==> src/mbsl_defines.vh <==
// constants for the modbus slave link block
// assumes a 100 MHz system clock and an axi4-lite register bus
`ifndef MBSL_DEFINES_VH
`define MBSL_DEFINES_VH
`define MBSL_CLK_HZ 100000000
`define MBSL_MS_CYCLES (`MBSL_CLK_HZ / 1000)
`define MBSL_BPS0 300
`define MBSL_BPS1 600
`define MBSL_BPS2 1200
`define MBSL_BPS3 2400
`define MBSL_BPS4 4800
`define MBSL_BPS5 9600
`define MBSL_BPS6 19200
`define MBSL_BPS7 38400
`define MBSL_GAP_BITS 6'd39
`define MBSL_DELAY_MAX_MS 16'h0014
`define MBSL_TMO_MAX 16'h0258
`define MBSL_TMO_MS_PER_UNIT 7'd100
`define MBSL_OFF_PROTO 8'h00
`define MBSL_OFF_RATE 8'h04
`define MBSL_OFF_FMT 8'h08
`define MBSL_OFF_STN 8'h0C
`define MBSL_OFF_DLY 8'h10
`define MBSL_OFF_TMO 8'h14
`define MBSL_OFF_VAR 8'h18
`define MBSL_OFF_SCL 8'h1C
`define MBSL_OFF_STS 8'h20
`define MBSL_OFF_MSK 8'h24
`define MBSL_OFF_RXD 8'h28
`define MBSL_OFF_TXD 8'h2C
`define MBSL_OFF_FAULT 8'h30
`define MBSL_OFF_CUR 8'h34
`define MBSL_OFF_STATE 8'h38
`define MBSL_RST_PROTO 16'h0000
`define MBSL_RST_RATE 16'h0005
`define MBSL_RST_FMT 16'h0000
`define MBSL_RST_STN 16'h0001
`define MBSL_RST_DLY 16'h0002
`define MBSL_RST_TMO 16'h0000
`define MBSL_RST_VAR 16'h0001
`define MBSL_RST_SCL 16'h0000
`define MBSL_ST_RXB 0
`define MBSL_ST_FRAME 1
`define MBSL_ST_CRC 2
`define MBSL_ST_TMO 3
`define MBSL_ST_DONE 4
`define MBSL_FAULT_WORD_ADDR 16'h8001
`define MBSL_FAULT_CRC 16'h0003
`define MBSL_BCAST_ADDR 8'h00
`define MBSL_FN_READ_HOLD 8'h03
`define MBSL_FN_READ_INPUT 8'h04
`define MBSL_CRC_INIT 16'hFFFF
`define MBSL_CRC_POLY 16'hA001
`define MBSL_RESP_OKAY 2'b00
`define MBSL_RESP_SLVERR 2'b10
`endif

==> src/mbsl_link.v <==
// modbus serial slave link: registers, receiver, framing, reply gate
// assumes an axi4-lite master and rxd synchronous to aclk
// Behaviour
// - bit rate from 3-bit code, default 9600
// - character format code, default 8N2
// - station address 1..249, 0 broadcasts
// - reply delay 0..20 ms, default 2 ms
// - reply waits for processing and delay
// - zero timeout disables supervision
// - gap beyond timeout raises link fault
// - variant 0 adds one byte to reads
// - current readout in 0.01 A or 0.1 A
// - fault word reports rejection cause code
//
// Decided for this implementation: the placing of the registers and the AXI4-Lite register port.
`include "mbsl_defines.vh"
module mbsl_link #(
    parameter MS_CYCLES = `MBSL_MS_CYCLES
) (
    input wire aclk,
    input wire aresetn,
    input wire [7:0] s_axi_awaddr,
    input wire s_axi_awvalid,
    output reg s_axi_awready,
    input wire [31:0] s_axi_wdata,
    input wire [3:0] s_axi_wstrb,
    input wire s_axi_wvalid,
    output reg s_axi_wready,
    output reg [1:0] s_axi_bresp,
    output reg s_axi_bvalid,
    input wire s_axi_bready,
    input wire [7:0] s_axi_araddr,
    input wire s_axi_arvalid,
    output reg s_axi_arready,
    output reg [31:0] s_axi_rdata,
    output reg [1:0] s_axi_rresp,
    output reg s_axi_rvalid,
    input wire s_axi_rready,
    input wire rxd,
    output wire txd,
    output wire tx_enable,
    input wire [15:0] current_raw,
    output reg irq,
    output reg link_timeout_fault
);
    localparam R_IDLE = 3'd0;
    localparam R_START = 3'd1;
    localparam R_DATA = 3'd2;
    localparam R_PAR = 3'd3;
    localparam R_STOP = 3'd4;
    localparam BIT_HZ = MS_CYCLES * (`MBSL_CLK_HZ / `MBSL_MS_CYCLES);

    function [31:0] bit_cycles_of;
        input [2:0] code;
        begin
            case (code)
                3'd0: bit_cycles_of = BIT_HZ / `MBSL_BPS0;
                3'd1: bit_cycles_of = BIT_HZ / `MBSL_BPS1;
                3'd2: bit_cycles_of = BIT_HZ / `MBSL_BPS2;
                3'd3: bit_cycles_of = BIT_HZ / `MBSL_BPS3;
                3'd4: bit_cycles_of = BIT_HZ / `MBSL_BPS4;
                3'd5: bit_cycles_of = BIT_HZ / `MBSL_BPS5;
                3'd6: bit_cycles_of = BIT_HZ / `MBSL_BPS6;
                default: bit_cycles_of = BIT_HZ / `MBSL_BPS7;
            endcase
        end
    endfunction

    function [15:0] crc_upd;
        input [15:0] c;
        input [7:0] b;
        integer i;
        reg [15:0] x;
        begin
            x = c ^ {8'h00, b};
            for (i = 0; i < 8; i = i + 1) begin
                x = x[0] ? ((x >> 1) ^ `MBSL_CRC_POLY) : (x >> 1);
            end
            crc_upd = x;
        end
    endfunction

    function [15:0] wmerge;
        input [15:0] old;
        input [31:0] d;
        input [3:0] s;
        begin
            wmerge = {s[1] ? d[15:8] : old[15:8], s[0] ? d[7:0] : old[7:0]};
        end
    endfunction

    reg [15:0] proto, rate, fmt, stn, dly, tmo, vrnt, scl, fault;
    reg [4:0] sts, msk;
    reg aw_ok, w_ok;
    reg [7:0] aw_a;
    reg [31:0] w_d;
    reg [3:0] w_s;
    reg [31:0] rd_val;
    reg rd_hit;
    reg [31:0] bitc;
    reg [2:0] rst_q;
    reg [31:0] rcnt;
    reg [2:0] rbit;
    reg [7:0] rsh;
    reg rperr;
    reg [7:0] rx_byte;
    reg rx_full, ev_rxb, ev_fr, ev_crc, ev_tmo, ev_done;
    reg fr_act;
    reg [7:0] fr_cnt, fr_addr, fr_fn;
    reg [15:0] fr_crc;
    reg [31:0] gap_cnt;
    reg rep_pend, rep_open, extra_due, hold_v, hold_last, tx_start;
    reg [7:0] hold_d, tx_data;
    reg [31:0] dly_cnt, ms_pre;
    reg [15:0] tmo_ms;
    wire tx_busy;

    wire do_wr = aw_ok && w_ok && !s_axi_bvalid;
    wire rd_take = s_axi_arvalid && s_axi_arready;
    wire rx_pop = rd_take && (s_axi_araddr == `MBSL_OFF_RXD);
    wire tx_wr = do_wr && (aw_a == `MBSL_OFF_TXD);
    wire par_en = (fmt[1:0] == 2'd1) || (fmt[1:0] == 2'd2);
    wire [37:0] gap_full = bitc * `MBSL_GAP_BITS;
    wire [31:0] gap_lim = gap_full[31:0];
    wire [15:0] dly_ms = (dly > `MBSL_DELAY_MAX_MS) ? `MBSL_DELAY_MAX_MS : dly;
    wire [47:0] dly_full = dly_ms * MS_CYCLES;
    wire [31:0] dly_cyc = dly_full[31:0];
    wire [15:0] tmo_u = (tmo > `MBSL_TMO_MAX) ? `MBSL_TMO_MAX : tmo;
    wire [22:0] tmo_full = tmo_u * `MBSL_TMO_MS_PER_UNIT;
    wire [15:0] tmo_lim = tmo_full[15:0];
    wire ms_tick = (ms_pre == MS_CYCLES - 1);
    wire [15:0] cur_div = current_raw / 16'h000A;
    wire addr_ok = (fr_addr == `MBSL_BCAST_ADDR) || (stn[15:8] == 8'h00 && fr_addr == stn[7:0]);
    wire frame_end = fr_act && rst_q == R_IDLE && gap_cnt >= gap_lim;
    wire [4:0] ev = {ev_done, ev_tmo, ev_crc, ev_fr, ev_rxb};

    // register read decode
    always @* begin
        rd_val = 32'h0000_0000;
        rd_hit = 1'b1;
        case (s_axi_araddr)
            `MBSL_OFF_PROTO: rd_val[15:0] = proto;
            `MBSL_OFF_RATE: rd_val[15:0] = rate;
            `MBSL_OFF_FMT: rd_val[15:0] = fmt;
            `MBSL_OFF_STN: rd_val[15:0] = stn;
            `MBSL_OFF_DLY: rd_val[15:0] = dly;
            `MBSL_OFF_TMO: rd_val[15:0] = tmo;
            `MBSL_OFF_VAR: rd_val[15:0] = vrnt;
            `MBSL_OFF_SCL: rd_val[15:0] = scl;
            `MBSL_OFF_STS: rd_val[4:0] = sts;
            `MBSL_OFF_MSK: rd_val[4:0] = msk;
            `MBSL_OFF_RXD: rd_val[8:0] = {rx_full, rx_byte};
            `MBSL_OFF_TXD: rd_val[0] = hold_v;
            `MBSL_OFF_FAULT: rd_val[15:0] = fault;
            `MBSL_OFF_CUR: rd_val[15:0] = scl[0] ? cur_div : current_raw;
            `MBSL_OFF_STATE: rd_val[15:0] = {fr_fn, 3'b000, extra_due, tx_busy, rep_open, rep_pend, fr_act};
            default: rd_hit = 1'b0;
        endcase
    end

    // axi4-lite slave and register file
    always @(posedge aclk) begin
        if (!aresetn) begin
            s_axi_awready <= 1'b0;
            s_axi_wready <= 1'b0;
            s_axi_bvalid <= 1'b0;
            s_axi_bresp <= `MBSL_RESP_OKAY;
            s_axi_arready <= 1'b0;
            s_axi_rvalid <= 1'b0;
            s_axi_rresp <= `MBSL_RESP_OKAY;
            s_axi_rdata <= 32'h0000_0000;
            aw_ok <= 1'b0;
            w_ok <= 1'b0;
            aw_a <= 8'h00;
            w_d <= 32'h0000_0000;
            w_s <= 4'h0;
            proto <= `MBSL_RST_PROTO;
            rate <= `MBSL_RST_RATE;
            fmt <= `MBSL_RST_FMT;
            stn <= `MBSL_RST_STN;
            dly <= `MBSL_RST_DLY;
            tmo <= `MBSL_RST_TMO;
            vrnt <= `MBSL_RST_VAR;
            scl <= `MBSL_RST_SCL;
            fault <= 16'h0000;
            sts <= 5'h00;
            msk <= 5'h00;
            irq <= 1'b0;
            link_timeout_fault <= 1'b0;
        end else begin
            if (!s_axi_awready && !aw_ok)
                s_axi_awready <= 1'b1;
            if (s_axi_awvalid && s_axi_awready) begin
                aw_ok <= 1'b1;
                aw_a <= s_axi_awaddr;
                s_axi_awready <= 1'b0;
            end
            if (!s_axi_wready && !w_ok)
                s_axi_wready <= 1'b1;
            if (s_axi_wvalid && s_axi_wready) begin
                w_ok <= 1'b1;
                w_d <= s_axi_wdata;
                w_s <= s_axi_wstrb;
                s_axi_wready <= 1'b0;
            end
            if (s_axi_bvalid && s_axi_bready)
                s_axi_bvalid <= 1'b0;
            if (do_wr) begin
                aw_ok <= 1'b0;
                w_ok <= 1'b0;
                s_axi_bvalid <= 1'b1;
                s_axi_bresp <= `MBSL_RESP_OKAY;
                case (aw_a)
                    `MBSL_OFF_PROTO: proto <= wmerge(proto, w_d, w_s);
                    `MBSL_OFF_RATE: rate <= wmerge(rate, w_d, w_s);
                    `MBSL_OFF_FMT: fmt <= wmerge(fmt, w_d, w_s);
                    `MBSL_OFF_STN: stn <= wmerge(stn, w_d, w_s);
                    `MBSL_OFF_DLY: dly <= wmerge(dly, w_d, w_s);
                    `MBSL_OFF_TMO: tmo <= wmerge(tmo, w_d, w_s);
                    `MBSL_OFF_VAR: vrnt <= wmerge(vrnt, w_d, w_s);
                    `MBSL_OFF_SCL: scl <= wmerge(scl, w_d, w_s);
                    `MBSL_OFF_MSK: if (w_s[0]) msk <= w_d[4:0];
                    `MBSL_OFF_STS, `MBSL_OFF_TXD, `MBSL_OFF_RXD: ;
                    `MBSL_OFF_FAULT: ;
                    default: s_axi_bresp <= `MBSL_RESP_SLVERR;
                endcase
            end
            // crc event beats a software write
            if (ev_crc)
                fault <= `MBSL_FAULT_CRC;
            else if (do_wr && aw_a == `MBSL_OFF_FAULT)
                fault <= wmerge(fault, w_d, w_s);
            // sticky status, write one to clear, new event wins
            if (do_wr && aw_a == `MBSL_OFF_STS && w_s[0])
                sts <= (sts & ~w_d[4:0]) | ev;
            else
                sts <= sts | ev;
            irq <= |(sts & msk);
            link_timeout_fault <= sts[`MBSL_ST_TMO];
            if (!s_axi_arready && !s_axi_rvalid)
                s_axi_arready <= 1'b1;
            if (rd_take) begin
                s_axi_arready <= 1'b0;
                s_axi_rvalid <= 1'b1;
                s_axi_rdata <= rd_val;
                s_axi_rresp <= rd_hit ? `MBSL_RESP_OKAY : `MBSL_RESP_SLVERR;
            end else if (s_axi_rvalid && s_axi_rready) begin
                s_axi_rvalid <= 1'b0;
            end
        end
    end

    // character receiver, bit time from rate code
    always @(posedge aclk) begin
        if (!aresetn) begin
            bitc <= bit_cycles_of(3'd5);
            rst_q <= R_IDLE;
            rcnt <= 32'h0000_0000;
            rbit <= 3'd0;
            rsh <= 8'h00;
            rperr <= 1'b0;
            rx_byte <= 8'h00;
            rx_full <= 1'b0;
            ev_rxb <= 1'b0;
        end else begin
            bitc <= bit_cycles_of(rate[2:0]);
            ev_rxb <= 1'b0;
            if (rx_pop)
                rx_full <= 1'b0;
            if (rst_q != R_IDLE && rcnt != 32'h0000_0000) begin
                rcnt <= rcnt - 32'h0000_0001;
            end else begin
                case (rst_q)
                    R_IDLE: if (!rxd) begin
                        rcnt <= {1'b0, bitc[31:1]};
                        rst_q <= R_START;
                    end
                    R_START: begin
                        rcnt <= bitc - 32'h0000_0001;
                        rbit <= 3'd0;
                        rperr <= 1'b0;
                        rst_q <= rxd ? R_IDLE : R_DATA;
                    end
                    R_DATA: begin
                        rsh <= {rxd, rsh[7:1]};
                        rbit <= rbit + 3'd1;
                        rcnt <= bitc - 32'h0000_0001;
                        if (rbit == 3'd7)
                            rst_q <= par_en ? R_PAR : R_STOP;
                    end
                    R_PAR: begin
                        rperr <= (^rsh ^ rxd) != (fmt[1:0] == 2'd2);
                        rcnt <= bitc - 32'h0000_0001;
                        rst_q <= R_STOP;
                    end
                    R_STOP: begin
                        rst_q <= R_IDLE;
                        if (rxd && !rperr) begin
                            rx_byte <= rsh;
                            rx_full <= 1'b1;
                            ev_rxb <= 1'b1;
                        end
                    end
                    default: rst_q <= R_IDLE;
                endcase
            end
        end
    end

    // frame assembly, silence detection, crc and address check
    always @(posedge aclk) begin
        if (!aresetn) begin
            fr_act <= 1'b0;
            fr_cnt <= 8'h00;
            fr_addr <= 8'h00;
            fr_fn <= 8'h00;
            fr_crc <= `MBSL_CRC_INIT;
            gap_cnt <= 32'h0000_0000;
            ev_fr <= 1'b0;
            ev_crc <= 1'b0;
        end else begin
            ev_fr <= 1'b0;
            ev_crc <= 1'b0;
            if (rst_q != R_IDLE || ev_rxb)
                gap_cnt <= 32'h0000_0000;
            else if (fr_act)
                gap_cnt <= gap_cnt + 32'h0000_0001;
            if (ev_rxb) begin
                fr_act <= 1'b1;
                if (!fr_act) begin
                    fr_cnt <= 8'h01;
                    fr_addr <= rx_byte;
                    fr_crc <= crc_upd(`MBSL_CRC_INIT, rx_byte);
                end else begin
                    if (fr_cnt != 8'hFF)
                        fr_cnt <= fr_cnt + 8'h01;
                    if (fr_cnt == 8'h01)
                        fr_fn <= rx_byte;
                    fr_crc <= crc_upd(fr_crc, rx_byte);
                end
            end else if (frame_end) begin
                fr_act <= 1'b0;
                if (proto == 16'h0000 && fr_cnt >= 8'h04 && addr_ok) begin
                    ev_fr <= (fr_crc == 16'h0000);
                    ev_crc <= (fr_crc != 16'h0000);
                end
            end
        end
    end

    // reply gate: waits for delay and first byte
    always @(posedge aclk) begin
        if (!aresetn) begin
            rep_pend <= 1'b0;
            rep_open <= 1'b0;
            extra_due <= 1'b0;
            dly_cnt <= 32'h0000_0000;
            hold_v <= 1'b0;
            hold_last <= 1'b0;
            hold_d <= 8'h00;
            tx_start <= 1'b0;
            tx_data <= 8'h00;
            ev_done <= 1'b0;
        end else begin
            tx_start <= 1'b0;
            ev_done <= 1'b0;
            if (ev_fr) begin
                rep_pend <= (fr_addr != `MBSL_BCAST_ADDR);
                rep_open <= 1'b0;
                hold_v <= 1'b0;
                dly_cnt <= 32'h0000_0000;
                extra_due <= !vrnt[0] && (fr_fn == `MBSL_FN_READ_HOLD || fr_fn == `MBSL_FN_READ_INPUT);
            end else begin
                if (rep_pend && !rep_open) begin
                    if (dly_cnt >= dly_cyc)
                        rep_open <= 1'b1;
                    else
                        dly_cnt <= dly_cnt + 32'h0000_0001;
                end
                if (tx_wr && rep_pend && !hold_v && w_s[0]) begin
                    hold_v <= 1'b1;
                    hold_d <= w_d[7:0];
                    hold_last <= w_d[8];
                end
                if (rep_open && hold_v && !tx_busy && !tx_start) begin
                    tx_start <= 1'b1;
                    tx_data <= hold_d;
                    if (hold_last && extra_due) begin
                        hold_d <= 8'h00;
                        extra_due <= 1'b0;
                    end else begin
                        hold_v <= 1'b0;
                        if (hold_last) begin
                            rep_pend <= 1'b0;
                            rep_open <= 1'b0;
                            ev_done <= 1'b1;
                        end
                    end
                end
            end
        end
    end

    // inactivity supervision in milliseconds
    always @(posedge aclk) begin
        if (!aresetn) begin
            ms_pre <= 32'h0000_0000;
            tmo_ms <= 16'h0000;
            ev_tmo <= 1'b0;
        end else begin
            ev_tmo <= 1'b0;
            ms_pre <= ms_tick ? 32'h0000_0000 : ms_pre + 32'h0000_0001;
            if (ev_fr || tmo_lim == 16'h0000) begin
                tmo_ms <= 16'h0000;
            end else if (ms_tick && tmo_ms != 16'hFFFF) begin
                tmo_ms <= tmo_ms + 16'h0001;
                if (tmo_ms == tmo_lim)
                    ev_tmo <= 1'b1;
            end
        end
    end

    mbsl_tx u_tx (
        .aclk(aclk),
        .aresetn(aresetn),
        .bit_cycles(bitc),
        .fmt(fmt[1:0]),
        .start(tx_start),
        .data(tx_data),
        .txd(txd),
        .de(tx_enable),
        .busy(tx_busy)
    );
endmodule // mbsl_link

==> src/mbsl_tx.v <==
// serial transmitter: start, 8 data, parity for format codes 1 and 2, stop bits
// assumes start is a pulse given only while busy is low
`include "mbsl_defines.vh"
module mbsl_tx (
    input wire aclk,
    input wire aresetn,
    input wire [31:0] bit_cycles,
    input wire [1:0] fmt,
    input wire start,
    input wire [7:0] data,
    output reg txd,
    output reg de,
    output reg busy
);
    reg [11:0] sh;
    reg [3:0] nb;
    reg [31:0] cnt;
    reg [11:0] frame;
    reg [3:0] nbits;

    // character framing per format code
    always @* begin
        case (fmt)
            2'd0: begin
                frame = {2'b11, 1'b1, data, 1'b0};
                nbits = 4'd11;
            end
            2'd1: begin
                frame = {2'b11, ^data, data, 1'b0};
                nbits = 4'd11;
            end
            2'd2: begin
                frame = {2'b11, ~^data, data, 1'b0};
                nbits = 4'd11;
            end
            default: begin
                frame = {3'b111, data, 1'b0};
                nbits = 4'd10;
            end
        endcase
    end

    always @(posedge aclk) begin
        if (!aresetn) begin
            sh <= 12'h000;
            nb <= 4'h0;
            cnt <= 32'h0000_0000;
            txd <= 1'b1;
            de <= 1'b0;
            busy <= 1'b0;
        end else if (!busy) begin
            if (start) begin
                sh <= frame;
                nb <= nbits;
                cnt <= bit_cycles - 32'h0000_0001;
                txd <= 1'b0;
                de <= 1'b1;
                busy <= 1'b1;
            end
        end else if (cnt != 32'h0000_0000) begin
            cnt <= cnt - 32'h0000_0001;
        end else if (nb == 4'h1) begin
            busy <= 1'b0;
            de <= 1'b0;
            txd <= 1'b1;
        end else begin
            sh <= {1'b1, sh[11:1]};
            txd <= sh[1];
            nb <= nb - 4'h1;
            cnt <= bit_cycles - 32'h0000_0001;
        end
    end
endmodule // mbsl_tx

==> config.mk <==
export PLATFORM = sky130hd
export DESIGN_NAME = mbsl_link
export DESIGN_NICKNAME = d
export VERILOG_FILES = /design/src/mbsl_link.v /design/src/mbsl_tx.v
export VERILOG_INCLUDE_DIRS = /design/src
export SDC_FILE = /design/constraint.sdc
export NUM_CORES = 2
export LEC_CHECK = 0
export BUFFER_PORTS_ARGS = -buffer_cell sky130_fd_sc_hd__buf_2
export CAP_MARGIN = 10
export CORE_MARGIN = 1.5
export CORE_UTILIZATION = 35
export CTS_CLUSTER_DIAMETER = 200
export DETAILED_ROUTE_END_ITERATION = 10
export HOLD_SLACK_MARGIN = 0.08
export SLEW_MARGIN = 20
export SYNTH_ARGS = -nofsm -noshare
export SYNTH_HDL_FRONTEND = slang
export SYNTH_SLANG_ARGS = --single-unit
export TNS_END_PERCENT = 5
==> constraint.sdc <==
create_clock -name aclk -period 8.9 [get_ports aclk]
set_input_delay 0 -clock aclk [delete_from_list [all_inputs] [get_ports aclk]]
set_output_delay 0 -clock aclk [all_outputs]
set_load 0.005 [all_outputs]
==> metrics.md <==
| Metric | Value |
|---|---|
| Yosys synthesis warning count | 0 |
| Top Metal Used | met5 |
| Fmax | 125 MHz |
| Final period util | 90.2% |
| Worst setup path start | dly[9] |
| GPL Wtd Cong | 0.880 |
| Synthesized area | 32500 sq um |
| Final Max Tran Viols | 0 |
| Total track usage | 18.7% |
| Syn avg cell area | 8.32 sq um |
| Rows | 111 |
| PortBufs | 84 |
| Area after DPL | 34100 sq um |
| Initial DRC count | 2124 |
| CTS Buf Count | 55 |
| Post-layout instance area | 36600 sq um |
| Area of the multi-input gates | 20600 sq um |
| Hold depth | 4 |
| Core region area | 91800 sq um |
| Final Routed Wirelength | 90400 um |
| Area grow syn2layout | 12.6% |
| Top FF cell, synth | dfxtp_1 |
| Seq. cell area | 10200 sq um |
| Clock transition at the registers of the reported paths | 0.06 ns |
| Root Driver | clkbuf_16 |
| # DRC | 0 |
| Clock Tree Buf Depth | 3 |
| Htree depth | 2 |
| Skew final | 0.0265 ns |
| CP Max Fanout | 20 |
| R2r worst-path depth | 33 |
| Reg2reg setup slack | 0.87 ns |
| Number of flops mapped to enable cells by yosys | 0 |
| Routed len/inst | 17.1 um |
| Pwr Total | 5.87 mW |
| Synth Register Bits | 511 |
| Final layout net count | 4425 |
| Final core utilization | 39.9% |
| Largest net degree at the start of global routing | 89 |
| CP max stage delay | 0.66 ns |
| Mapped Cells | 3906 |
| Post-DRT Antenna Nets | 0 |
| I/O pin total | 121 |
| Initial DRT Pass Iterations | 8 |
| Worst hold margin | 0.107 ns |
| Finish-stage setup viols | 0 |
| Worst vdd ir | 0.154 mV |
| Hold EP | s_axi_rdata[10] |
| Clock sinks | 511 |
| R2r endpoint | dly_cnt[28] |
| Outcome | finished clean |
| Vias in the first global route | 25.6k |
| Die width | 308 um |
| Setup TNS | 0 ns |
| Hold Path Class | in -> reg |
| Leakage power | 16.3 nW |
| Cell Pwr Density | 161 nW/um^2 |
| Total number of vias | 27.9k |
| Slew at the pin closest to its max-slew limit | 1.08 ns |
| Post-DR vias/cell | 5.28 |
| Skew-Pair Late Insertion Delay | 0.63 ns |
| HP Start | current_raw[10] |
| CP Data Arrival Time | 8.58 ns |
| Die H | 308 um |
| CTS tree | done |
| Crit path launch type | flip-flop |
| WL met2 | 40000 um |
| Slew headroom | 27.5% |
| Fraction of layout cells with a size suffix above 1 | 6.11% |
| Worst EP required | 9.45 ns |
| Crit Path Class | reg -> reg |
| Wl on met1 | 41600 um |
| Tmin final | 8.03 ns |
| FF-to-FF Start | dly[9] |
| Initial antenna violation count | 5 |
| Wire length on met3 | 6040 um |
| FILL cells | 9283 |
| Cell mode on critical path | a21oi_1 |
| DP HPWL | 65300 um |
| Crit-path slowest cell | o21a_1 |
| Max_cap viols | 0 |
| Grt ovf | 0 |
| Post-synth cell types | 91 |
| Final-report hold violation count | 0 |
| Asr flop ratio synth | 0% |
| Seq/Total Area, Yosys | 31.5% |
| RSZ-0062 raised after global routing | no |
| Starting Density | 35.4% |
| First-pass GRT wire length | 142000 um |
| Critical path endpoint category | flip-flop |
| Die area | 94700 sq um |
synthesized netlist by cell type (all sizes together), types with 7 or more instances:
library cell,number,share of area [%]
o21ai,144,2.2
nor2,542,6.3
a22o,15,0.40
a222oi,22,0.68
dfxtp,511,31
o22ai,18,0.37
a21o,34,0.81
and4,7,0.19
o2111ai,7,0.19
o211ai,16,0.37
or2,13,0.25
buf,45,0.89
nand3b,10,0.23
o311ai,10,0.27
nand4,58,1.1
a21oi,208,3.3
nand2b,41,0.79
ha,262,10
mux2i,202,6.2
inv,296,3.4
nor2b,21,0.40
nor4,45,0.87
clkbuf,155,1.8
nor3,92,1.4
or4,9,0.21
and3,49,0.94
fa,85,5.2
nor3b,8,0.18
a211oi,36,0.83
o31ai,15,0.35
or3,25,0.48
a221oi,24,0.65
o21bai,17,0.39
xnor2,135,3.7
xor2,101,2.7
a22oi,58,1.3
nand2,326,3.8
a31oi,26,0.50
and2,18,0.35
nand3,100,1.6
a311oi,8,0.22
through the flow:
step / cells / setup WS [ns]
2_1_floorplan: 3970 / 2.08
3_3_place_gp: 5126 / 0.998
3_5_place_dp: 5126 / 0.994
4_1_cts: 5288 / 0.953
5_1_grt: 5288 / 0.174
6_report: 5289 / 0.875
repair_timing:
item / 4_1_cts / 5_1_grt
endpoints found under the hold margin: 49 / 0
setup buffers: 0 / 0
gates resized for setup: 0 / 0
hold buffers: 62 / 0
worst max-delay path: cells and delay by family (launching register included):
kind / cells / cell delay, ns
DFF: 1 / 0.33
adders and majority gates: 7 / 2.44
and+or+nand+nor: 8 / 1.98
buffers and inverters: 2 / 0.09
AOI/OAI and AO/OA: 15 / 2.95
xor gates and xnor gates: 1 / 0.17
how the worst max path moves through the flow:
stage             endpoint  slack (ns)  cells past startpoint
5_1_grt        dly_cnt[28]        0.17                     34
4_1_cts        dly_cnt[28]        0.95                     33
6_report       dly_cnt[28]        0.87                     33
3_5_place_dp   dly_cnt[28]        0.99                     33
2_1_floorplan  dly_cnt[25]        2.08                     34
3_3_place_gp   dly_cnt[28]         1.0                     34
report_power, final:
part           switching, mW  total, mW  internal (mW)
clock                   1.01       2.38           1.37
sequential            0.0424       2.35           2.31
combinational          0.679       1.14          0.462
sequential cells by signal (all words and copies together), names as in the netlist, 11 cells and up:
name	flops
u_tx.cnt	32
bitc	18
dly	16
dly_cnt	32
fmt	16
w_d	16
tmo	16
fr_crc	16
u_tx.sh	11
s_axi_rdata	16
scl	16
vrnt	16
rcnt	32
gap_cnt	32
fault	16
stn	16
proto	16
ms_pre	32
tmo_ms	16
rate	16
cell type report:
class                      count  share of cell area (%)
antenna                        1                 0.00684
clock inverter                23                   0.681
timing repair buffer         175                    3.44
multi-input combinational   2959                    56.2
tap                         1243                    4.25
inverter                     300                    3.10
sequential                   511                    28.0
clock buffer                  77                    4.38
cells by family (layout without fill, tap and decap cells):
kind of cell,Yosys count,after routing,share of synthesized area (%)
xor gates and xnor gates,236,236,6.42
and+or+nand+nor,1379,1379,19.5
muxes,206,206,6.37
adders and majority gates,349,349,15.4
AOI/OAI and AO/OA,723,723,14.7
other,2,67,0.0231
DFF,511,511,31.5
buffers and inverters,500,575,6.14
layer usage:
metal,GRT usage (%),up-vias
li1,-,13700
met1,26.0,13200
met2,29.4,825
met3,2.93,156
met4,6.07,4
met5,0,-
cells in the final DEF, fill, tap and decap left out, types with 17 or more instances in the layout:
cell type / instances
a211oi_1: 36
a21o_1: 33
a21oi_1: 206
a221oi_1: 24
a222oi_1: 22
a22oi_1: 58
a31oi_1: 25
and2_1: 18
and3_1: 49
buf_2: 84
buf_4: 29
clkbuf_16: 57
conb_1: 66
dfxtp_1: 510
dlygate4sd3_1: 62
fa_1: 85
ha_1: 262
inv_1: 295
mux2i_1: 202
nand2_1: 325
nand2b_1: 41
nand3_1: 99
nand4_1: 58
nor2_1: 538
nor2b_1: 19
nor3_1: 90
nor4_1: 44
o21ai_0: 142
o21bai_1: 17
o22ai_1: 17
or3_1: 25
xnor2_1: 134
xor2_1: 101
Note: power is estimated with default switching activity, not from simulation.
